===== config.mk =====
export PLATFORM = sky130hd
export DESIGN_NAME = lcb_bridge_flat
export DESIGN_NICKNAME = d
export VERILOG_FILES = /design/src/include/lcb_pkg.sv /design/src/include/lcb_bus_if.sv /design/src/hdl/lcb_bridge.sv /design/src/flat_wrapper.sv
export SDC_FILE = /design/constraint.sdc
export NUM_CORES = 1
export LEC_CHECK = 0
export BUFFER_PORTS_ARGS = -buffer_cell sky130_fd_sc_hd__buf_2
export CAP_MARGIN = 20
export CORE_MARGIN = 10
export CORE_UTILIZATION = 57
export CTS_BUF_LIST = sky130_fd_sc_hd__clkbuf_4
export DETAILED_ROUTE_END_ITERATION = 12
export GPL_TIMING_DRIVEN = 0
export PLACE_DENSITY_LB_ADDON = 0.3
export SYNTH_ARGS = -nofsm -noshare
export SYNTH_HDL_FRONTEND = slang
export SYNTH_SLANG_ARGS = --single-unit

===== constraint.sdc =====
create_clock -name clk -period 3.5 [get_ports clk]
set_input_delay 0.7 -clock clk [delete_from_list [all_inputs] [get_ports clk]]
set_output_delay 0.7 -clock clk [all_outputs]
set_load 0.01 [all_outputs]

===== src/include/lcb_pkg.sv =====
// Shared constants and types for the local bus to audio codec bridge.
// Assumes one clock for both ends; codec pins are asynchronous to it.
package lcb_pkg;
  // Address fields used by the partial decoder.
  localparam int RGN_HI = 31;
  localparam int RGN_LO = 28;
  localparam int SEL_HI = 4;
  localparam int SEL_LO = 3;
  localparam int MONO_BIT = 0;
  localparam int LOW_HI = 2;
  // Region codes carried in the top address nibble.
  localparam logic [3:0] RGN_DMA = 4'h4;
  localparam logic [3:0] RGN_REG = 4'h5;
  localparam logic [3:0] RGN_PDN = 4'h6;
  localparam logic [3:0] RGN_PUP = 4'h7;
  // Codec register selects, physical low address divided by eight.
  localparam logic [1:0] SEL_INDEX = 2'h0;
  localparam logic [1:0] SEL_IDATA = 2'h1;
  localparam logic [1:0] SEL_STATUS = 2'h2;
  localparam logic [1:0] SEL_PIO = 2'h3;
  // Low address bits flipped by the processor in little-endian mode.
  localparam logic [2:0] LE_BYTE_XOR = 3'h7;
  localparam logic [2:0] LE_HALF_XOR = 3'h6;
  // Codec cycle phases in bus clocks.
  localparam logic [3:0] SETUP_CYC = 4'h1;
  localparam logic [3:0] STROBE_CYC = 4'hd;
  localparam logic [3:0] HOLD_CYC = 4'h7;
  // Transfer size on the processor bus.
  typedef enum logic [1:0] {SZ_BYTE, SZ_HALF, SZ_WORD} lcb_size_e;
  // Commands accepted by the bus master end.
  typedef enum logic [2:0] {CMD_REG_RD, CMD_REG_WR, CMD_PAIR_RD, CMD_PAIR_WR, CMD_PWR_DN, CMD_PWR_UP} lcb_cmd_e;
endpackage


===== src/include/lcb_bus_if.sv =====
// Processor local bus between the bus master end and the bridge end.
// Assumes both ends share clk; the bench joins them through this interface.
interface lcb_bus_if
  import lcb_pkg::*;
(
  input wire logic clk
);
  logic ts;
  logic [31:0] addr;
  lcb_size_e size;
  logic write;
  logic [31:0] wdata;
  logic [31:0] rdata;
  logic aack;
  logic ta;
  logic bus_transfer_error;
  logic irq_n;
  logic [2:0] irq_src;
  // Bridge end of the bus.
  modport bridge (input clk, ts, addr, size, write, wdata, output rdata, aack, ta, bus_transfer_error, irq_n, irq_src);
  // Processor end of the bus.
  modport master (input clk, rdata, aack, ta, bus_transfer_error, irq_n, irq_src, output ts, addr, size, write, wdata);
endinterface


===== src/hdl/lcb_bridge.sv =====
// Bridge end: decodes processor accesses into codec register and DMA cycles.
// Assumes codec pins are asynchronous and the master keeps stereo pairs together.
// Functional notes
// - Each DMA request rise raises an interrupt.
// - Region four accesses become codec DMA cycles.
// - Half-word load captures, half-word store plays.
// - Master sends stereo pair as two halves.
// - Intruding register or opposite-direction DMA access between halves gets transfer error.
// - Capture and playback use separate acknowledges.
// - Mono byte DMA unsupported; answered with error.
// - Region six access asserts codec power-down low.
// - Hard reset asserts codec power-down low.
// - Only region seven access releases power-down.
// - Region five byte accesses reach codec registers.
// - Decode is partial; locations alias within each region.
// - Little-endian software flips low address bits.
// - Software uses byte and half-word widths; the master issues power-down and release accesses as words.
// - Low sample byte goes to codec first.
// - Three sources merge onto one interrupt, identified.
module lcb_bridge
  import lcb_pkg::*;
(
  input wire logic clk,
  input wire logic rst,
  input wire logic ce,
  lcb_bus_if.bridge bus,
  input wire logic [7:0] codec_data_in,
  output logic [7:0] codec_data_out,
  output logic codec_data_oe,
  output logic [1:0] codec_addr,
  output logic codec_cs_n,
  output logic codec_rd_n,
  output logic codec_wr_n,
  output logic capture_dma_ack_n,
  output logic playback_dma_ack_n,
  output logic codec_power_down_n,
  input wire logic capture_dma_request,
  input wire logic playback_dma_request,
  input wire logic codec_int
);
  typedef enum logic [1:0] {ST_IDLE, ST_SETUP, ST_STROBE, ST_HOLD} lcb_br_state_e;

  typedef struct packed {
    lcb_br_state_e st;
    logic [3:0] cnt;
    logic dma;
    logic wr;
    logic byte_i;
    logic mid_pair;
    logic pair_wr;
    logic [15:0] wbuf;
    logic [15:0] rbuf;
    logic [10:0] s1;
    logic [10:0] s2;
    logic [1:0] prv;
    logic [1:0] pend;
    logic [7:0] dout;
    logic doe;
    logic [1:0] caddr;
    logic cs_n;
    logic rd_n;
    logic wr_n;
    logic cak_n;
    logic pak_n;
    logic pd_n;
    logic aack;
    logic ta;
    logic bus_transfer_error;
    logic [31:0] rdata;
    logic irq_n;
    logic [2:0] src;
  } lcb_br_s;

  // Hard reset parks everything idle and holds the codec powered down.
  localparam lcb_br_s RST_VAL = '{st: ST_IDLE, cnt: 4'h0, dma: 1'b0, wr: 1'b0, byte_i: 1'b0,
    mid_pair: 1'b0, pair_wr: 1'b0, wbuf: 16'h0000, rbuf: 16'h0000, s1: 11'h000, s2: 11'h000,
    prv: 2'h0, pend: 2'h0, dout: 8'h00, doe: 1'b0, caddr: 2'h0, cs_n: 1'b1, rd_n: 1'b1,
    wr_n: 1'b1, cak_n: 1'b1, pak_n: 1'b1, pd_n: 1'b0, aack: 1'b0, ta: 1'b0, bus_transfer_error: 1'b0,
    rdata: 32'h0000_0000, irq_n: 1'b1, src: 3'h0};

  lcb_br_s q;
  lcb_br_s d;
  logic [3:0] rgn;
  logic [1:0] rise;
  logic [1:0] clr;

  assign rgn = bus.addr[RGN_HI:RGN_LO];

  // Next-state logic for decode, codec sequencing, power control and interrupts.
  always_comb
  begin
    d = q;
    clr = 2'h0;
    d.aack = 1'b0;
    d.ta = 1'b0;
    d.bus_transfer_error = 1'b0;
    // Two flip-flops on every codec pin before anything looks at it.
    d.s1 = {codec_int, playback_dma_request, capture_dma_request, codec_data_in};
    d.s2 = q.s1;
    unique case (q.st)
      ST_IDLE:
      begin
        if (bus.ts)
        begin
          // Only the region nibble, register select and low bit are decoded.
          unique case (rgn)
            RGN_PDN:
            begin
              d.pd_n = 1'b0;
              d.aack = 1'b1;
              d.ta = 1'b1;
            end
            RGN_PUP:
            begin
              d.pd_n = 1'b1;
              d.aack = 1'b1;
              d.ta = 1'b1;
            end
            RGN_REG:
            begin
              // A register access between pair halves would corrupt the stereo frame.
              if (q.mid_pair || bus.size != SZ_BYTE)
              begin
                d.aack = 1'b1;
                d.bus_transfer_error = 1'b1;
              end
              else
              begin
                d.st = ST_SETUP;
                d.cnt = SETUP_CYC - 4'h1;
                d.dma = 1'b0;
                d.wr = bus.write;
                d.byte_i = 1'b0;
                d.caddr = bus.addr[SEL_HI:SEL_LO];
                d.cs_n = 1'b0;
                d.dout = bus.wdata[7:0];
                d.doe = bus.write;
              end
            end
            RGN_DMA:
            begin
              if (bus.size != SZ_HALF || bus.addr[MONO_BIT] || (q.mid_pair && bus.write != q.pair_wr))
              begin
                d.aack = 1'b1;
                d.bus_transfer_error = 1'b1;
              end
              else
              begin
                d.st = ST_SETUP;
                d.cnt = SETUP_CYC - 4'h1;
                d.dma = 1'b1;
                d.wr = bus.write;
                d.byte_i = 1'b0;
                d.wbuf = bus.wdata[15:0];
                d.dout = bus.wdata[7:0];
                d.doe = bus.write;
                // Separate acknowledge per direction gives dual-channel operation.
                d.cak_n = bus.write;
                d.pak_n = ~bus.write;
                clr = bus.write ? 2'h2 : 2'h1;
              end
            end
            default:
            begin
              d.st = ST_IDLE;
            end
          endcase
        end
      end
      ST_SETUP:
      begin
        d.cnt = q.cnt - 4'h1;
        if (q.cnt == 4'h0)
        begin
          d.st = ST_STROBE;
          d.cnt = STROBE_CYC - 4'h1;
          d.rd_n = q.wr;
          d.wr_n = ~q.wr;
        end
      end
      ST_STROBE:
      begin
        d.cnt = q.cnt - 4'h1;
        if (q.cnt == 4'h0)
        begin
          d.st = ST_HOLD;
          d.cnt = HOLD_CYC - 4'h1;
          d.rd_n = 1'b1;
          d.wr_n = 1'b1;
          if (q.byte_i)
            d.rbuf[15:8] = q.s2[7:0];
          else
            d.rbuf[7:0] = q.s2[7:0];
        end
      end
      ST_HOLD:
      begin
        d.cnt = q.cnt - 4'h1;
        if (q.cnt == 4'h0)
        begin
          if (q.dma && !q.byte_i)
          begin
            // Second byte of the half-word follows the first.
            d.st = ST_SETUP;
            d.cnt = SETUP_CYC - 4'h1;
            d.byte_i = 1'b1;
            d.dout = q.wbuf[15:8];
          end
          else
          begin
            d.st = ST_IDLE;
            d.cs_n = 1'b1;
            d.doe = 1'b0;
            d.aack = 1'b1;
            d.ta = 1'b1;
            d.rdata = q.dma ? {16'h0000, q.rbuf} : {24'h00_0000, q.rbuf[7:0]};
            if (q.dma)
            begin
              // Acknowledge stays low across both halves of a stereo pair.
              d.mid_pair = ~q.mid_pair;
              d.pair_wr = q.wr;
              if (q.mid_pair)
              begin
                d.cak_n = 1'b1;
                d.pak_n = 1'b1;
              end
            end
          end
        end
      end
    endcase
    // Request rises set pending bits; a rise wins over a service clear.
    rise = q.s2[9:8] & ~q.prv;
    d.prv = q.s2[9:8];
    d.pend = (q.pend & ~clr) | rise;
    d.irq_n = ~(|d.pend | q.s2[10]);
    d.src = {q.s2[10], d.pend};
  end

  // State register with clock enable; reset is the processor hard reset.
  always_ff @(posedge clk)
  begin
    if (rst)
      q <= RST_VAL;
    else if (ce)
      q <= d;
  end

  assign codec_data_out = q.dout;
  assign codec_data_oe = q.doe;
  assign codec_addr = q.caddr;
  assign codec_cs_n = q.cs_n;
  assign codec_rd_n = q.rd_n;
  assign codec_wr_n = q.wr_n;
  assign capture_dma_ack_n = q.cak_n;
  assign playback_dma_ack_n = q.pak_n;
  assign codec_power_down_n = q.pd_n;
  assign bus.aack = q.aack;
  assign bus.ta = q.ta;
  assign bus.bus_transfer_error = q.bus_transfer_error;
  assign bus.rdata = q.rdata;
  assign bus.irq_n = q.irq_n;
  assign bus.irq_src = q.src;
endmodule


===== src/flat_wrapper.sv =====
// flat-port wrapper written by rule: the top's interface ports become plain ports
module lcb_bridge_flat import lcb_pkg::*;
  (clk, rst, ce, codec_data_in, codec_data_out, codec_data_oe, codec_addr, codec_cs_n, codec_rd_n, codec_wr_n, capture_dma_ack_n, playback_dma_ack_n, codec_power_down_n, capture_dma_request, playback_dma_request, codec_int, bus_ts, bus_addr, bus_size, bus_write, bus_wdata, bus_rdata, bus_aack, bus_ta, bus_bus_transfer_error, bus_irq_n, bus_irq_src);
  lcb_bus_if bus_i (.clk(clk));
  input wire logic clk;
  input wire logic rst;
  input wire logic ce;
  input wire logic [7:0] codec_data_in;
  output logic [7:0] codec_data_out;
  output logic codec_data_oe;
  output logic [1:0] codec_addr;
  output logic codec_cs_n;
  output logic codec_rd_n;
  output logic codec_wr_n;
  output logic capture_dma_ack_n;
  output logic playback_dma_ack_n;
  output logic codec_power_down_n;
  input wire logic capture_dma_request;
  input wire logic playback_dma_request;
  input wire logic codec_int;
  input wire logic [$bits(bus_i.ts)-1:0] bus_ts;
  input wire logic [$bits(bus_i.addr)-1:0] bus_addr;
  input wire logic [$bits(bus_i.size)-1:0] bus_size;
  input wire logic [$bits(bus_i.write)-1:0] bus_write;
  input wire logic [$bits(bus_i.wdata)-1:0] bus_wdata;
  output wire logic [$bits(bus_i.rdata)-1:0] bus_rdata;
  output wire logic [$bits(bus_i.aack)-1:0] bus_aack;
  output wire logic [$bits(bus_i.ta)-1:0] bus_ta;
  output wire logic [$bits(bus_i.bus_transfer_error)-1:0] bus_bus_transfer_error;
  output wire logic [$bits(bus_i.irq_n)-1:0] bus_irq_n;
  output wire logic [$bits(bus_i.irq_src)-1:0] bus_irq_src;
  assign bus_i.ts = bus_ts;
  assign bus_i.addr = bus_addr;
  assign bus_i.size = bus_size;
  assign bus_i.write = bus_write;
  assign bus_i.wdata = bus_wdata;
  assign bus_rdata = bus_i.rdata;
  assign bus_aack = bus_i.aack;
  assign bus_ta = bus_i.ta;
  assign bus_bus_transfer_error = bus_i.bus_transfer_error;
  assign bus_irq_n = bus_i.irq_n;
  assign bus_irq_src = bus_i.irq_src;
  lcb_bridge u_core (.clk(clk), .rst(rst), .ce(ce), .bus(bus_i), .codec_data_in(codec_data_in), .codec_data_out(codec_data_out), .codec_data_oe(codec_data_oe), .codec_addr(codec_addr), .codec_cs_n(codec_cs_n), .codec_rd_n(codec_rd_n), .codec_wr_n(codec_wr_n), .capture_dma_ack_n(capture_dma_ack_n), .playback_dma_ack_n(playback_dma_ack_n), .codec_power_down_n(codec_power_down_n), .capture_dma_request(capture_dma_request), .playback_dma_request(playback_dma_request), .codec_int(codec_int));
endmodule

After elaboration in Yosys (flattened, before gate mapping)

Cells that the tools add are included.
Widths: inputs -> output; s select.

ROM bits: 0
Memories: 0
Word-level logic and storage cells: 156
RAM bits: 0
Bits in latches: 0
Bits of input ports: 82
Bits in registers: 125
Output and inout bits: 56

Multipliers: 0
Divide/modulo/power cells: 0
Order comparisons: 0
Bitwise logic cells: 14
Mux-type cells: 55
Eq/ne operators: 27
Reduce and logical (&&, ||, !) cells: 30
Add/sub/neg operators: 1
Shift-type cells: 0

Operators by type and width:

| operator           | number |
|---|---|
| $mux 9             | 5 |
| $pmux 9 s2         | 2 |
| $mux 2             | 17 |
| $mux 12            | 2 |
| $mux 6             | 4 |
| $pmux 6 s4         | 1 |
| $reduce_and 8->1   | 3 |
| $reduce_and 4->1   | 5 |
| $reduce_and 5->1   | 4 |
| $ne 2x2->1 const B | 9 |
| $eq 4x3->1 const B | 4 |
| $mux 16            | 1 |
| $ne 2x1->1 const B | 7 |
| $pmux 7 s2         | 1 |
| $pmux 2 s2         | 3 |
| $reduce_bool 2->1  | 5 |
| $mux 1             | 9 |
| $ne 3x3->1 const B | 3 |
| $reduce_and 9->1   | 1 |
| $mux 8             | 1 |
| $not 1->1          | 8 |
| $pmux 1 s2         | 4 |
| $reduce_and 7->1   | 1 |
| $mux 3             | 2 |
| 18 further kinds   | 25 |

Logic depth before layout (Yosys ltp)

Gate-level depths: netlist of run 1.

Word-level depth: 13
Gate-level depth with buffers: 9
Mapped depth without buffers: 7

Least setup slack after synthesis of run 1

Ideal clock, no wire load.

Kind: in2reg
Start: input bus_addr[29]
End: register u_core.q, in the netlist u_core.bus.irq_n
Data required time: 3441 ps
Buffers on the path: 1
Arrival time: 2352 ps
Cell stages on the path: 6
Library setup time: 59 ps
Path slack: 1088 ps
Cell sequence: or4b_1 -> clkbuf_2 -> a2111oi_4 -> nand3_1 -> a2111oi_0 -> a221o_1

Word-level cells in the longest chain between the ends: 10

Ends and longest elaborated chain:

| item                   | RTL line           | RTL |
|---|---|---|
| start: declaration     | flat_wrapper.sv:22 | `input wire logic [$bits(bus_i.addr)-1:0] bus_addr;` |
| $eq 4x3->1             | lcb_bridge.sv:106  | `unique case (rgn)` |
| $mux 2                 | lcb_bridge.sv:106  |  |
| $mux 2                 | lcb_bridge.sv:103  | `if (bus.ts)` |
| $mux 2                 | lcb_bridge.sv:100  | `unique case (q.st)` |
| $not 2->2              | lcb_bridge.sv:235  | `d.pend = (q.pend & ~clr) \| rise;` |
| $and 2x2->2            | lcb_bridge.sv:235  |  |
| $or 2x2->2             | lcb_bridge.sv:235  |  |
| $reduce_or 2->1        | lcb_bridge.sv:236  | `d.irq_n = ~(\|d.pend \| q.s2[10]);` |
| $or 1x1->1             | lcb_bridge.sv:236  |  |
| $not 1->1              | lcb_bridge.sv:236  |  |
| end signal: assignment | lcb_bridge.sv:244  | `q <= RST_VAL;` |
| end signal: assignment | lcb_bridge.sv:246  | `q <= d;` |
| end: declaration       | lcb_bridge.sv:81   | `lcb_br_s q;` |

Every way passes these cells.
A chain may end at the register's enable or synchronous reset.

Final worst setup path of run 1

Start: register u_core.q[119] (netlist name)
End: register u_core.q[116] (netlist name)

Word-level cells in the longest chain between the ends: 3

Ends and longest elaborated chain:

| item                       | RTL line          | RTL |
|---|---|---|
| $logic_not 4->1            | lcb_bridge.sv:199 | `if (q.cnt == 4'h0)` |
| $ne 2x1->1 (no line)       | --                |  |
| $reduce_and 8->1 (no line) | --                |  |

Every way passes these cells.

==> results of run 1 <==
## state kept, by name, summed over array words and instances, names as in the netlist, 2 cells and up
signal / count
u_core.bus.rdata: 16
u_core.codec_data_out: 8
u_core.d: 14
u_core.bus.irq_src: 2
u_core.q: 46
u_core.codec_addr: 2
## report_power, final
part           switching, mW  total, mW  leakage (nW)  internal (mW)
logic                  0.128      0.220          1.51         0.0921
clock network          0.398      0.563        0.0706          0.165
registers             0.0160       1.17         0.802           1.15
## metrics by stage
| step | worst slack (ns) | instance area, µm² | power (mW) |
|---|---|---|---|
| 3_5_place_dp | 0.625 | 5120 | 1.41 |
| 5_1_grt | 0.751 | 5240 | 2.03 |
| 2_1_floorplan | 1.09 | 4590 | 1.33 |
| 4_1_cts | 0.905 | 5240 | 1.95 |
| 3_3_place_gp | 0.660 | 5120 | 1.40 |
| 6_report | 0.884 | 5240 | 1.95 |
## synthesized netlist by cell type, types with 2 or more instances
master / number
sky130_fd_sc_hd__dfxtp_1: 99
sky130_fd_sc_hd__nor2_1: 73
sky130_fd_sc_hd__mux2i_1: 58
sky130_fd_sc_hd__buf_4: 45
sky130_fd_sc_hd__nand2_1: 43
sky130_fd_sc_hd__a21oi_1: 30
sky130_fd_sc_hd__clkbuf_1: 19
sky130_fd_sc_hd__nand3_1: 16
sky130_fd_sc_hd__o21ai_0: 14
sky130_fd_sc_hd__a211oi_1: 11
sky130_fd_sc_hd__a32oi_1: 9
sky130_fd_sc_hd__inv_1: 8
sky130_fd_sc_hd__buf_1: 6
sky130_fd_sc_hd__nor2b_1: 6
sky130_fd_sc_hd__ha_1: 5
sky130_fd_sc_hd__a211o_1: 3
sky130_fd_sc_hd__a21o_1: 3
sky130_fd_sc_hd__nand2b_1: 3
sky130_fd_sc_hd__nand4_1: 3
sky130_fd_sc_hd__nand4b_1: 3
sky130_fd_sc_hd__nor3_1: 3
sky130_fd_sc_hd__o22ai_1: 3
sky130_fd_sc_hd__a2111oi_4: 2
sky130_fd_sc_hd__a211oi_2: 2
sky130_fd_sc_hd__a221o_1: 2
sky130_fd_sc_hd__and3b_1: 2
sky130_fd_sc_hd__and4_1: 2
sky130_fd_sc_hd__clkinv_1: 2
sky130_fd_sc_hd__nand3b_1: 2
sky130_fd_sc_hd__nor3b_1: 2
sky130_fd_sc_hd__o31ai_1: 2
sky130_fd_sc_hd__or3_1: 2
sky130_fd_sc_hd__or3b_2: 2
sky130_fd_sc_hd__xor2_1: 2
## final timing paths
| check | cells past startpoint | slack, ns | startpoint | to |
|---|---|---|---|---|
| worst min-delay path | 2 | 0.46 | u_core.bus.rdata[6] | u_core.bus.rdata[6] |
| worst max register to register | 8 | 0.88 | u_core.q[119] | u_core.q[116] |
| worst min register to register | 2 | 0.46 | u_core.bus.rdata[6] | u_core.bus.rdata[6] |
| worst max-delay path | 8 | 0.88 | u_core.q[119] | u_core.q[116] |
## layout by cell type (no fill, tap or decap), types with 3 or more instances in the layout
cell | Yosys | final
sky130_fd_sc_hd__dfxtp_1 | 99 | 99
sky130_fd_sc_hd__buf_2 | 1 | 80
sky130_fd_sc_hd__nor2_1 | 73 | 73
sky130_fd_sc_hd__mux2i_1 | 58 | 58
sky130_fd_sc_hd__buf_4 | 45 | 45
sky130_fd_sc_hd__nand2_1 | 43 | 43
sky130_fd_sc_hd__a21oi_1 | 30 | 30
sky130_fd_sc_hd__clkbuf_1 | 19 | 19
sky130_fd_sc_hd__nand3_1 | 16 | 16
sky130_fd_sc_hd__conb_1 | 1 | 16
sky130_fd_sc_hd__o21ai_0 | 14 | 14
sky130_fd_sc_hd__a211oi_1 | 11 | 11
sky130_fd_sc_hd__clkbuf_4 | 0 | 10
sky130_fd_sc_hd__a32oi_1 | 9 | 9
sky130_fd_sc_hd__inv_1 | 8 | 8
sky130_fd_sc_hd__buf_1 | 6 | 6
sky130_fd_sc_hd__nor2b_1 | 6 | 6
sky130_fd_sc_hd__ha_1 | 5 | 5
sky130_fd_sc_hd__a21o_1 | 3 | 3
sky130_fd_sc_hd__nand2b_1 | 3 | 3
sky130_fd_sc_hd__nand4_1 | 3 | 3
sky130_fd_sc_hd__nor3_1 | 3 | 3
sky130_fd_sc_hd__a211o_1 | 3 | 3
sky130_fd_sc_hd__o22ai_1 | 3 | 3
sky130_fd_sc_hd__nand4b_1 | 3 | 3
## routing by layer
| layer | track usage (%) | up-vias | wire length, µm | part of all wire [%] |
|---|---|---|---|---|
| li1 | - | 1907 | - | - |
| met1 | 24.7 | 1752 | 4970 | 44 |
| met2 | 28.6 | 161 | 5050 | 45 |
| met3 | 5.96 | 14 | 1200 | 11 |
| met4 | 5.39 | 0 | 104 | 0.92 |
| met5 | 0 | - | 0 | 0 |
## cell families (layout without fill, tap and decap cells)
kind of cell | count (synthesis) | count (layout) | synth area share (%)
AND/OR/NAND/NOR | 169 | 169 | 17.4
flip-flops | 99 | 99 | 43.7
AO/OA/AOI/OAI | 87 | 87 | 13.5
buffers and inverters | 83 | 178 | 10.8
multiplexers | 58 | 58 | 12.8
adder cells (fa/ha/maj) | 5 | 5 | 1.38
XOR/XNOR | 2 | 2 | 0.386
other | 1 | 16 | 0.0826
## final cells by class
| class | count | area, µm² | area share (%) |
|---|---|---|---|
| Timing Repair Buffer | 79 | 395 | 7.54 |
| Inverter | 10 | 37.5 | 0.716 |
| Clock inverter | 6 | 48.8 | 0.931 |
| Clock buffer | 10 | 75.1 | 1.43 |
| Multi-Input combinational cell | 337 | 2120 | 40.5 |
| Sequential cell | 99 | 1980 | 37.8 |
| Tap cell | 102 | 128 | 2.43 |
| Buffer | 73 | 453 | 8.64 |
## worst max-delay path: stages (launching register included)
cell	delay [ns]
sky130_fd_sc_hd__dfxtp_1	0.36
sky130_fd_sc_hd__inv_1	0.11
sky130_fd_sc_hd__ha_1	0.25
sky130_fd_sc_hd__or3b_1	0.41
sky130_fd_sc_hd__a211o_1	0.35
sky130_fd_sc_hd__a2111oi_4	0.59
sky130_fd_sc_hd__buf_6	0.23
sky130_fd_sc_hd__nand3_1	0.09
sky130_fd_sc_hd__a21oi_1	0.17
==> impl_results.html, run 1 <==
<table>
<tr><th>Metric</th><th>Value</th></tr>
<tr><th colspan="2">Clock tree</th></tr>
<tr><td>Post-cts resize count</td><td>0</td></tr>
<tr><td>Setup fix buffers added after clock tree synthesis</td><td>0</td></tr>
<tr><td>Clk slew on worst S/H paths</td><td>0.16 ns</td></tr>
<tr><td>Total of hold buffers inserted after clock tree synthesis</td><td>0</td></tr>
<tr><td>Clock tree from TritonCTS</td><td>built</td></tr>
<tr><td>Total number of H-tree levels</td><td>3</td></tr>
<tr><td>Root Driver</td><td>sky130_fd_sc_hd__clkbuf_4</td></tr>
<tr><td>Clock Latency Late Sink</td><td>0.45 ns</td></tr>
<tr><td>Number of sinks on the clock net</td><td>99</td></tr>
<tr><td>Number of buffers between clock root and the deepest sink</td><td>2</td></tr>
<tr><td>TritonCTS buffer count</td><td>9</td></tr>
<tr><th colspan="2">STA</th></tr>
<tr><td>Number of pins exceeding their max-slew limit in the final report</td><td>0</td></tr>
<tr><td>Worst rel slew slack</td><td>46.4%</td></tr>
<tr><td>Final setup violation count</td><td>0</td></tr>
<tr><td>Accumulated negative setup slack</td><td>0 ns</td></tr>
<tr><td>Post-route minimum period</td><td>2.62 ns</td></tr>
<tr><td>Final-layout worst hold slack</td><td>0.465 ns</td></tr>
<tr><td>Unrepaired setup endpoints after global routing</td><td>false</td></tr>
<tr><td>Transition time of the tightest slew-check pin</td><td>0.800 ns</td></tr>
<tr><td>Setup clock skew after layout</td><td>0.0137 ns</td></tr>
<tr><td>Hold Violations, Final</td><td>0</td></tr>
<tr><td>Maximum clock frequency</td><td>0.382 GHz</td></tr>
<tr><td>Final Cycle Share</td><td>74.7%</td></tr>
<tr><th colspan="2">Final layout</th></tr>
<tr><td>Fraction of layout instances using a drive strength above 1</td><td>24.6%</td></tr>
<tr><td>Final antenna diode count</td><td>0</td></tr>
<tr><td>Fill cell instance count of the final layout</td><td>641</td></tr>
<tr><td>Layout area overhead</td><td>15.5%</td></tr>
<tr><td>End-of-flow core utilization</td><td>67.8%</td></tr>
<tr><td>Post-layout instance count excluding filler cells</td><td>716</td></tr>
<tr><td>Nets</td><td>696</td></tr>
<tr><th colspan="2">Global route</th></tr>
<tr><td>Tot GR Track Use</td><td>18.7%</td></tr>
<tr><td>Vias in the first global route</td><td>3691</td></tr>
<tr><td>Overflow after GRT</td><td>0</td></tr>
<tr><td>Pin count of the biggest net entering global routing</td><td>18</td></tr>
<tr><td>Wire length of the first global-routing pass</td><td>18000 µm</td></tr>
<tr><td>Antenna violations before repair</td><td>0</td></tr>
<tr><th colspan="2">Route</th></tr>
<tr><td>Detailed Routing Iterations Pass 1</td><td>5</td></tr>
<tr><td>Per-cell routed wire length</td><td>15.8 µm</td></tr>
<tr><td>Number of nets with antenna violations after routing</td><td>0</td></tr>
<tr><td>Wire length after detailed routing</td><td>11300 µm</td></tr>
<tr><td>Number of violations reported at the end of detailed-routing iteration 0</td><td>205</td></tr>
<tr><td>Drc violations</td><td>0</td></tr>
<tr><td>DR vias/cell</td><td>5.35</td></tr>
<tr><td>Vias post-DR</td><td>3834</td></tr>
<tr><th colspan="2">Logic synthesis</th></tr>
<tr><td>Post-synthesis sequential area ratio</td><td>43.7%</td></tr>
<tr><td>Number of instances in the synthesized netlist</td><td>504</td></tr>
<tr><td>Count of yosys warnings during synthesis</td><td>0</td></tr>
<tr><td>Most area-hungry cell type in the Yosys netlist</td><td>sky130_fd_sc_hd__dfxtp_1</td></tr>
<tr><td>Proportion of register bits with asynchronous set or reset after synthesis</td><td>0%</td></tr>
<tr><td>Cell area after technology mapping</td><td>4540 µm²</td></tr>
<tr><td>Dominant register cell in the synthesized netlist</td><td>sky130_fd_sc_hd__dfxtp_1</td></tr>
<tr><td>Post-synthesis average cell area</td><td>9.00 µm²</td></tr>
<tr><td>Fraction of synthesized cell area taken by the top area cell type</td><td>43.7%</td></tr>
<tr><td>Number of enable-type register cells in the synthesized netlist</td><td>0</td></tr>
<tr><td>Leading post-synthesis cells by cell area</td><td>sky130_fd_sc_hd__dfxtp_1 (44%), sky130_fd_sc_hd__mux2i_1 (13%), sky130_fd_sc_hd__buf_4 (7.4%)</td></tr>
<tr><td>Number of different library cells in the post-synthesis netlist</td><td>51</td></tr>
<tr><td>Seq cells post-synth</td><td>99</td></tr>
<tr><th colspan="2">Setup path</th></tr>
<tr><td>Critical Path RT</td><td>3.88 ns</td></tr>
<tr><td>Data arrival, critical path</td><td>3.00 ns</td></tr>
<tr><td>Kind of end point of the critical path</td><td>flop</td></tr>
<tr><td>Critical path type</td><td>flop to flop</td></tr>
<tr><td>Maximum fanout count along the critical path</td><td>10</td></tr>
<tr><td>Kind of start point of the critical path</td><td>flop</td></tr>
<tr><th colspan="2">Floorplan</th></tr>
<tr><td>Initial Util</td><td>58.7%</td></tr>
<tr><td>Ports placed on the boundary</td><td>138</td></tr>
<tr><td>Die span in x</td><td>109 µm</td></tr>
<tr><td>Vertical die dimension</td><td>109 µm</td></tr>
<tr><td>Count of standard-cell rows</td><td>32</td></tr>
<tr><td>Total core area</td><td>7730 µm²</td></tr>
<tr><td>Die ar.</td><td>11900 µm²</td></tr>
<tr><th colspan="2">Power</th></tr>
<tr><td>Max rail drop VDD</td><td>0.226 mV</td></tr>
<tr><td>P_leak</td><td>2.38 nW</td></tr>
<tr><td>PD cells</td><td>372 nW/µm²</td></tr>
<tr><th colspan="2">Placement</th></tr>
<tr><td>Placed wire-length estimate after detailed placement</td><td>8620 µm</td></tr>
<tr><td>Port Buffer Count</td><td>79</td></tr>
<tr><td>Placer congestion estimate</td><td>0.896</td></tr>
<tr><td>Post-Place Cells</td><td>700</td></tr>
<tr><th colspan="2">Run</th></tr>
<tr><td>Max Cap Viol</td><td>0</td></tr>
<tr><th colspan="2">Min path</th></tr>
<tr><td>Classification of the worst-slack hold path</td><td>flop to flop</td></tr>
<tr><th colspan="2">Status</th></tr>
<tr><td>Status</td><td>finished clean</td></tr>
</table>
Power figures use the tool's default switching activity.
==> inputs of run 2 (changes only) <==
--- a/config.mk
+++ b/config.mk
@@ -8,7 +8,7 @@
 export BUFFER_PORTS_ARGS = -buffer_cell sky130_fd_sc_hd__buf_2
 export CAP_MARGIN = 20
 export CORE_MARGIN = 10
-export CORE_UTILIZATION = 57
+export CORE_UTILIZATION = 48
 export CTS_BUF_LIST = sky130_fd_sc_hd__clkbuf_4
 export DETAILED_ROUTE_END_ITERATION = 12
 export GPL_TIMING_DRIVEN = 0
==> constraint.sdc (replaced) <==
create_clock -name clk -period 2.33 [get_ports clk]
set_input_delay 0.466 -clock clk [delete_from_list [all_inputs] [get_ports clk]]
set_output_delay 0.466 -clock clk [all_outputs]
set_load 0.01 [all_outputs]
==> impl_results.html, run 2 (synthesized netlist as in run 1, its figures left out) <==
<table>
<tr><th>Metric</th><th>Value</th></tr>
<tr><th colspan="2">Route</th></tr>
<tr><td>Met3 Routed Length</td><td>889 µm (was 1200 µm)</td></tr>
<tr><td>Detail Route met2 WL</td><td>5280 µm (was 5050 µm)</td></tr>
<tr><td>Per-cell routed wire length</td><td>15.7 µm (was 15.8 µm)</td></tr>
<tr><td>Number of violations reported at the end of detailed-routing iteration 0</td><td>199 (was 205)</td></tr>
<tr><td>Wire length after detailed routing</td><td>11700 µm (was 11300 µm)</td></tr>
<tr><td>Number of nets with antenna violations after routing</td><td>0 (unchanged)</td></tr>
<tr><td>Detailed Routing Iterations Pass 1</td><td>7 (was 5)</td></tr>
<tr><td>DR vias/cell</td><td>5.13 (was 5.35)</td></tr>
<tr><td>Drc violations</td><td>0 (unchanged)</td></tr>
<tr><td>Vias post-DR</td><td>3824 (was 3834)</td></tr>
<tr><td>Detailed-route wire length on metal 1</td><td>5400 µm (was 4970 µm)</td></tr>
<tr><td>DR top layer</td><td>met4 (unchanged)</td></tr>
<tr><th colspan="2">Clock tree</th></tr>
<tr><td>Clock tree from TritonCTS</td><td>built (unchanged)</td></tr>
<tr><td>TritonCTS buffer count</td><td>9 (unchanged)</td></tr>
<tr><td>Clk slew on worst S/H paths</td><td>0.17 ns (was 0.16 ns)</td></tr>
<tr><td>Total number of H-tree levels</td><td>3 (unchanged)</td></tr>
<tr><td>Root Driver</td><td>sky130_fd_sc_hd__clkbuf_4 (unchanged)</td></tr>
<tr><td>Clock Latency Late Sink</td><td>0.44 ns (was 0.45 ns)</td></tr>
<tr><td>Total of hold buffers inserted after clock tree synthesis</td><td>0 (unchanged)</td></tr>
<tr><td>Number of buffers between clock root and the deepest sink</td><td>2 (unchanged)</td></tr>
<tr><td>Number of sinks on the clock net</td><td>99 (unchanged)</td></tr>
<tr><th colspan="2">Final layout</th></tr>
<tr><td>Layout area overhead</td><td>18.4% (was 15.5%)</td></tr>
<tr><td>Final antenna diode count</td><td>0 (unchanged)</td></tr>
<tr><td>Commonest non-fill, non-tap cells in the layout</td><td>sky130_fd_sc_hd__dfxtp_1 (97), sky130_fd_sc_hd__buf_2 (80), sky130_fd_sc_hd__nor2_1 (73) (was sky130_fd_sc_hd__dfxtp_1 (99), sky130_fd_sc_hd__buf_2 (80), sky130_fd_sc_hd__nor2_1 (73))</td></tr>
<tr><td>Top register by number of flip-flops</td><td>u_core.q (unchanged)</td></tr>
<tr><td>Nets</td><td>698 (was 696)</td></tr>
<tr><td>End-of-flow core utilization</td><td>58.2% (was 67.8%)</td></tr>
<tr><td>Most common cell after layout, fill and taps aside</td><td>sky130_fd_sc_hd__dfxtp_1 (unchanged)</td></tr>
<tr><td>Max reg flops</td><td>46 (unchanged)</td></tr>
<tr><td>Fraction of layout instances using a drive strength above 1</td><td>26.6% (was 24.6%)</td></tr>
<tr><td>Post-layout instance count excluding filler cells</td><td>745 (was 716)</td></tr>
<tr><th colspan="2">Setup path</th></tr>
<tr><td>Minimum setup slack among reg-to-reg paths</td><td>0.09 ns (was 0.88 ns)</td></tr>
<tr><td>Critical path type</td><td>flop to flop (unchanged)</td></tr>
<tr><td>Register-to-Register Path Depth</td><td>7 (was 8)</td></tr>
<tr><td>Cell count along the critical path</td><td>7 (was 8)</td></tr>
<tr><td>Kind of start point of the critical path</td><td>flop (unchanged)</td></tr>
<tr><td>Most common cell on crit path</td><td>sky130_fd_sc_hd__a211o_1</td></tr>
<tr><td>Kind of end point of the critical path</td><td>flop (unchanged)</td></tr>
<tr><td>Number of buffers and inverters on the critical path</td><td>1 (was 2)</td></tr>
<tr><td>Largest incremental delay on the critical path</td><td>0.42 ns (was 0.59 ns)</td></tr>
<tr><td>Maximum fanout count along the critical path</td><td>5 (was 10)</td></tr>
<tr><td>Critical Path RT</td><td>2.70 ns (was 3.88 ns)</td></tr>
<tr><td>Cell chain of the critical path</td><td>inv_2 -&gt; ha_4 -&gt; or3b_4 -&gt; a211o_1 -&gt; a211o_1 -&gt; or4_1 -&gt; a21oi_1 (was inv_1 -&gt; ha_1 -&gt; or3b_1 -&gt; a211o_1 -&gt; a2111oi_4 -&gt; buf_6 -&gt; nand3_1 -&gt; a21oi_1)</td></tr>
<tr><td>Largest delay contributor family on the critical path</td><td>simple AND/OR/NAND/NOR gates (was compound AO/OA/AOI/OAI gates)</td></tr>
<tr><td>Data arrival, critical path</td><td>2.61 ns (was 3.00 ns)</td></tr>
<tr><td>Worst-path cell with the longest stage delay</td><td>sky130_fd_sc_hd__or4_1 (was sky130_fd_sc_hd__a2111oi_4)</td></tr>
<tr><th colspan="2">Floorplan</th></tr>
<tr><td>Vertical die dimension</td><td>117 µm (was 109 µm)</td></tr>
<tr><td>Die span in x</td><td>117 µm (was 109 µm)</td></tr>
<tr><td>Initial Util</td><td>49.1% (was 58.7%)</td></tr>
<tr><td>Ports placed on the boundary</td><td>138 (unchanged)</td></tr>
<tr><td>Total core area</td><td>9240 µm² (was 7730 µm²)</td></tr>
<tr><td>Count of standard-cell rows</td><td>35 (was 32)</td></tr>
<tr><td>Die ar.</td><td>13700 µm² (was 11900 µm²)</td></tr>
<tr><th colspan="2">Placement</th></tr>
<tr><td>Worst setup timing slack at the placement stage</td><td>-0.320 ns (was 0.625 ns)</td></tr>
<tr><td>Placed wire-length estimate after detailed placement</td><td>8710 µm (was 8620 µm)</td></tr>
<tr><td>Placer congestion estimate</td><td>0.883 (was 0.896)</td></tr>
<tr><td>Post-Place Cells</td><td>727 (was 700)</td></tr>
<tr><td>Port Buffer Count</td><td>79 (unchanged)</td></tr>
<tr><th colspan="2">STA</th></tr>
<tr><td>Final Cycle Share</td><td>96.1% (was 74.7%)</td></tr>
<tr><td>Accumulated negative setup slack</td><td>0 ns (unchanged)</td></tr>
<tr><td>Final setup violation count</td><td>0 (unchanged)</td></tr>
<tr><td>Transition time of the tightest slew-check pin</td><td>0.785 ns (was 0.800 ns)</td></tr>
<tr><td>PnR worst setup slack</td><td>0.0898 ns (was 0.884 ns)</td></tr>
<tr><td>Setup clock skew after layout</td><td>0.0223 ns (was 0.0137 ns)</td></tr>
<tr><td>Unrepaired setup endpoints after global routing</td><td>true (was false)</td></tr>
<tr><td>Post-route minimum period</td><td>2.24 ns (was 2.62 ns)</td></tr>
<tr><td>Hold Violations, Final</td><td>0 (unchanged)</td></tr>
<tr><td>Maximum clock frequency</td><td>0.446 GHz (was 0.382 GHz)</td></tr>
<tr><td>Number of pins exceeding their max-slew limit in the final report</td><td>0 (unchanged)</td></tr>
<tr><td>Worst rel slew slack</td><td>47.7% (was 46.4%)</td></tr>
<tr><th colspan="2">Status</th></tr>
<tr><td>Status</td><td>finished clean (unchanged)</td></tr>
<tr><th colspan="2">Global route</th></tr>
<tr><td>Overflow after GRT</td><td>0 (unchanged)</td></tr>
<tr><td>Wire length of the first global-routing pass</td><td>18600 µm (was 18000 µm)</td></tr>
<tr><td>Tot GR Track Use</td><td>17.0% (was 18.7%)</td></tr>
<tr><td>Vias in the first global route</td><td>3715 (was 3691)</td></tr>
<tr><td>Antenna violations before repair</td><td>0 (unchanged)</td></tr>
<tr><td>Pin count of the biggest net entering global routing</td><td>19 (was 18)</td></tr>
<tr><th colspan="2">Power</th></tr>
<tr><td>PD cells</td><td>569 nW/µm² (was 372 nW/µm²)</td></tr>
<tr><td>P_leak</td><td>2.43 nW (was 2.38 nW)</td></tr>
<tr><td>Max rail drop VDD</td><td>0.397 mV (was 0.226 mV)</td></tr>
<tr><th colspan="2">Min path</th></tr>
<tr><td>Cell depth of the worst min-delay path</td><td>3 (was 2)</td></tr>
<tr><td>Classification of the worst-slack hold path</td><td>input port to flop (was flop to flop)</td></tr>
<tr><th colspan="2">Run</th></tr>
<tr><td>Max Cap Viol</td><td>0 (unchanged)</td></tr>
</table>
==> run 2: final cells by class <==
type	count	area (µm²)
sequential	99	1980
multi-input combinational	337	2160
inverter	10	37.5
fill	868	3860
clock buffer	9	67.6
buffer	72	455
clock inverter	7	86.3
tap	129	161
timing repair buffer	82	418
==> run 2: worst paths after layout <==
path | startpoint | end
max | u_core.q[119] | u_core.q[124]
min reg2reg | u_core.q[87] | u_core.bus.rdata[5]
max reg2reg | u_core.q[119] | u_core.q[124]
min | bus_wdata[14] | u_core.q[112]
==> run 2: report_power, final <==
group	internal, mW	switching [mW]	leakage (nW)
clock	0.346	0.616	0.0788
sequential	1.73	0.0243	0.803
combinational	0.145	0.198	1.55
==> run 2: tightest hold or removal path, cell delays in order <==
cell                      delay, ns
sky130_fd_sc_hd__buf_2         0.08
sky130_fd_sc_hd__mux2i_1       0.05
sky130_fd_sc_hd__nor2_1        0.07
==> run 2: timing repair <==
item	CTS	global route
pin swaps	4	5
setup endpoints to repair	28	25
setup buffers	3	0
gates resized for setup	6	10
==> run 2: layer usage <==
layer,GRT usage [%],vias to the layer above
met5,0,-
met4,5.60,0
met3,3.87,14
met2,26.8,125
met1,22.4,1780
li1,-,1905
==> run 2: stage by stage <==
stage,power [mW],hold WS [ns],area (µm²)
2_1_floorplan,2.00,0.432,4590
3_3_place_gp,2.11,0.442,5150
3_5_place_dp,2.12,0.447,5150
4_1_cts,3.07,0.225,5360
5_1_grt,3.19,0.221,5380
6_report,3.06,0.237,5380
==> inputs of run 3 (changes only) <==
--- a/config.mk
+++ b/config.mk
@@ -12,7 +12,7 @@
 export CTS_BUF_LIST = sky130_fd_sc_hd__clkbuf_4
 export DETAILED_ROUTE_END_ITERATION = 12
 export GPL_TIMING_DRIVEN = 0
-export PLACE_DENSITY_LB_ADDON = 0.3
+export PLACE_DENSITY = 0.78
 export SYNTH_ARGS = -nofsm -noshare
 export SYNTH_HDL_FRONTEND = slang
 export SYNTH_SLANG_ARGS = --single-unit
==> impl_results.html, run 3 (synthesized netlist as in run 1, its figures left out) <==
<table>
<tr><th>Metric</th><th>Value</th></tr>
<tr><th colspan="2">STA</th></tr>
<tr><td>Final Cycle Share</td><td>97.6% (was 96.1%)</td></tr>
<tr><td>Transition time of the tightest slew-check pin</td><td>0.736 ns (was 0.785 ns)</td></tr>
<tr><td>Worst rel slew slack</td><td>50.9% (was 47.7%)</td></tr>
<tr><td>Final setup violation count</td><td>0 (unchanged)</td></tr>
<tr><td>Accumulated negative setup slack</td><td>0 ns (unchanged)</td></tr>
<tr><td>Maximum clock frequency</td><td>0.440 GHz (was 0.446 GHz)</td></tr>
<tr><td>Number of pins exceeding their max-slew limit in the final report</td><td>0 (unchanged)</td></tr>
<tr><td>Post-route minimum period</td><td>2.27 ns (was 2.24 ns)</td></tr>
<tr><td>Setup clock skew after layout</td><td>0.0239 ns (was 0.0223 ns)</td></tr>
<tr><td>Hold Violations, Final</td><td>0 (unchanged)</td></tr>
<tr><th colspan="2">Placement</th></tr>
<tr><td>Placed wire-length estimate after detailed placement</td><td>8880 µm (was 8710 µm)</td></tr>
<tr><td>Placer congestion estimate</td><td>0.936 (was 0.883)</td></tr>
<tr><td>Port Buffer Count</td><td>79 (unchanged)</td></tr>
<tr><td>Placed cell area</td><td>5150 µm² (unchanged)</td></tr>
<tr><th colspan="2">Route</th></tr>
<tr><td>Number of nets with antenna violations after routing</td><td>0 (unchanged)</td></tr>
<tr><td>Detail Route met2 WL</td><td>5430 µm (was 5280 µm)</td></tr>
<tr><td>Wire length after detailed routing</td><td>11800 µm (was 11700 µm)</td></tr>
<tr><td>DR vias/cell</td><td>5.20 (was 5.13)</td></tr>
<tr><td>Detailed-route wire length on metal 1</td><td>5300 µm (was 5400 µm)</td></tr>
<tr><td>Per-cell routed wire length</td><td>15.7 µm (about the same)</td></tr>
<tr><td>Met3 Routed Length</td><td>884 µm (was 889 µm)</td></tr>
<tr><td>Detailed Routing Iterations Pass 1</td><td>5 (was 7)</td></tr>
<tr><td>Vias post-DR</td><td>3898 (was 3824)</td></tr>
<tr><td>DR top layer</td><td>met4 (unchanged)</td></tr>
<tr><td>Drc violations</td><td>0 (unchanged)</td></tr>
<tr><td>Number of violations reported at the end of detailed-routing iteration 0</td><td>251 (was 199)</td></tr>
<tr><th colspan="2">Clock tree</th></tr>
<tr><td>Number of sinks on the clock net</td><td>99 (unchanged)</td></tr>
<tr><td>Root Driver</td><td>sky130_fd_sc_hd__clkbuf_4 (unchanged)</td></tr>
<tr><td>Total of hold buffers inserted after clock tree synthesis</td><td>0 (unchanged)</td></tr>
<tr><td>Total number of H-tree levels</td><td>3 (unchanged)</td></tr>
<tr><td>Clock tree from TritonCTS</td><td>built (unchanged)</td></tr>
<tr><td>Clock Latency Late Sink</td><td>0.46 ns (was 0.44 ns)</td></tr>
<tr><td>Clk slew on worst S/H paths</td><td>0.18 ns (was 0.17 ns)</td></tr>
<tr><td>Number of buffers between clock root and the deepest sink</td><td>2 (unchanged)</td></tr>
<tr><td>TritonCTS buffer count</td><td>9 (unchanged)</td></tr>
<tr><th colspan="2">Status</th></tr>
<tr><td>Status</td><td>finished clean (unchanged)</td></tr>
<tr><th colspan="2">Floorplan</th></tr>
<tr><td>Count of standard-cell rows</td><td>35 (unchanged)</td></tr>
<tr><td>Total core area</td><td>9240 µm² (unchanged)</td></tr>
<tr><td>Die span in x</td><td>117 µm (unchanged)</td></tr>
<tr><td>Vertical die dimension</td><td>117 µm (unchanged)</td></tr>
<tr><td>Ports placed on the boundary</td><td>138 (unchanged)</td></tr>
<tr><td>Die ar.</td><td>13700 µm² (unchanged)</td></tr>
<tr><td>Initial Util</td><td>49.1% (unchanged)</td></tr>
<tr><th colspan="2">Global route</th></tr>
<tr><td>Vias in the first global route</td><td>3851 (was 3715)</td></tr>
<tr><td>Pin count of the biggest net entering global routing</td><td>20 (was 19)</td></tr>
<tr><td>Antenna violations before repair</td><td>0 (unchanged)</td></tr>
<tr><td>Tot GR Track Use</td><td>17.3% (was 17.0%)</td></tr>
<tr><td>Overflow after GRT</td><td>0 (unchanged)</td></tr>
<tr><td>Wire length of the first global-routing pass</td><td>19100 µm (was 18600 µm)</td></tr>
<tr><th colspan="2">Setup path</th></tr>
<tr><td>Maximum fanout count along the critical path</td><td>3 (was 5)</td></tr>
<tr><td>Kind of end point of the critical path</td><td>flop (unchanged)</td></tr>
<tr><td>Reg-to-Reg Start</td><td>u_core.q[119] (unchanged)</td></tr>
<tr><td>Register-to-Register Path Depth</td><td>7 (unchanged)</td></tr>
<tr><td>Minimum setup slack among reg-to-reg paths</td><td>0.06 ns (was 0.09 ns)</td></tr>
<tr><td>Critical path type</td><td>flop to flop (unchanged)</td></tr>
<tr><td>Data arrival, critical path</td><td>2.65 ns (was 2.61 ns)</td></tr>
<tr><td>CP Launch Point</td><td>u_core.q[119] (unchanged)</td></tr>
<tr><td>Critical Path Sink</td><td>u_core.q[124] (unchanged)</td></tr>
<tr><td>Kind of start point of the critical path</td><td>flop (unchanged)</td></tr>
<tr><td>Worst flop-to-flop path endpoint</td><td>u_core.q[124] (unchanged)</td></tr>
<tr><td>Critical Path RT</td><td>2.71 ns (was 2.70 ns)</td></tr>
<tr><th colspan="2">Final layout</th></tr>
<tr><td>Fraction of layout instances using a drive strength above 1</td><td>26.8% (was 26.6%)</td></tr>
<tr><td>Cell area after layout</td><td>5400 µm² (was 5380 µm²)</td></tr>
<tr><td>Layout area overhead</td><td>18.9% (was 18.4%)</td></tr>
<tr><td>Max reg flops</td><td>46 (unchanged)</td></tr>
<tr><td>Most common cell after layout, fill and taps aside</td><td>sky130_fd_sc_hd__dfxtp_1 (unchanged)</td></tr>
<tr><td>Nets</td><td>702 (was 698)</td></tr>
<tr><td>Top register by number of flip-flops</td><td>u_core.q (unchanged)</td></tr>
<tr><td>Commonest non-fill, non-tap cells in the layout</td><td>sky130_fd_sc_hd__dfxtp_1 (97), sky130_fd_sc_hd__buf_2 (80), sky130_fd_sc_hd__nor2_1 (73) (unchanged)</td></tr>
<tr><th colspan="2">Power</th></tr>
<tr><td>P_leak</td><td>2.45 nW (was 2.43 nW)</td></tr>
<tr><td>PD cells</td><td>574 nW/µm² (was 569 nW/µm²)</td></tr>
<tr><td>Max rail drop VDD</td><td>0.309 mV (was 0.397 mV)</td></tr>
<tr><th colspan="2">Run</th></tr>
<tr><td>Max Cap Viol</td><td>0 (unchanged)</td></tr>
<tr><th colspan="2">Min path</th></tr>
<tr><td>Classification of the worst-slack hold path</td><td>input port to flop (unchanged)</td></tr>
</table>
==> run 3: cell count changes in the layout (fill, tap and decap cells not counted), sizes merged <==
cell    delta
diode      +1
clkinv     -1
buf        +4
inv        +1
==> run 3: what timing repair did <==
item | in CTS | in global routing
setup endpoints to repair | 23 | 35
buffers inserted | 3 | 4
resized for setup | 3 | 9
pin swaps | 3 | 5
==> run 3: area by class of cell <==
class / count / area (µm²)
multi-input cells: 337 / 2150
flip-flops and latches: 99 / 1980
plain buffers: 72 / 452
fillers: 851 / 3840
well taps: 129 / 161
inverters: 10 / 37.5
clock inverters: 7 / 93.8
diodes: 1 / 2.50
clock buffers: 9 / 67.6
repair buffers: 86 / 448
==> run 3: how the worst min path moves through the flow <==
stage / depth (start not counted) / from / end
floorplan: 2 / u_core.q[82] / u_core.bus.rdata[0]
global placement: 2 / u_core.bus.rdata[15] / u_core.bus.rdata[15]
detailed placement: 2 / u_core.q[82] / u_core.bus.rdata[0]
CTS: 3 / bus_wdata[9] / u_core.q[107]
global route: 3 / codec_data_in[5] / u_core.d[65]
finish: 3 / bus_wdata[9] / u_core.q[107]
==> run 3: per-stage QoR <==
step	hold slack [ns]	std cells	setup WS (ns)	power (mW)	utilization, %
floorplan	0.432	519	0.0833	2.00	-
finish	0.229	750	0.0555	3.10	58.4
detailed placement	0.449	727	-0.294	2.12	55.7
CTS	0.220	746	0.00199	3.10	57.8
global placement	0.443	727	-0.291	2.11	55.7
global route	0.235	749	-0.0148	3.21	58.4
==> run 3: critical path: stages, from the launching register on <==
cell,delay (ns)
sky130_fd_sc_hd__dfxtp_2,0.36
sky130_fd_sc_hd__inv_2,0.08
sky130_fd_sc_hd__ha_4,0.14
sky130_fd_sc_hd__or3b_4,0.39
sky130_fd_sc_hd__a211o_1,0.31
sky130_fd_sc_hd__a211o_1,0.30
sky130_fd_sc_hd__or4_1,0.48
sky130_fd_sc_hd__a21oi_1,0.15
==> run 3: power by group <==
| group | total (mW) | internal, mW | switching (mW) |
|---|---|---|---|
| sequential | 1.75 | 1.73 | 0.0245 |
| combinational | 0.340 | 0.145 | 0.195 |
| clock | 1.00 | 0.357 | 0.644 |
| total | 3.10 | 2.23 | 0.863 |
==> run 3: layer usage <==
layer,up-vias,global-route usage (%)
met5,-,0
li1,1914,-
met3,13,3.26
met2,135,28.1
met4,0,5.11
met1,1836,22.8
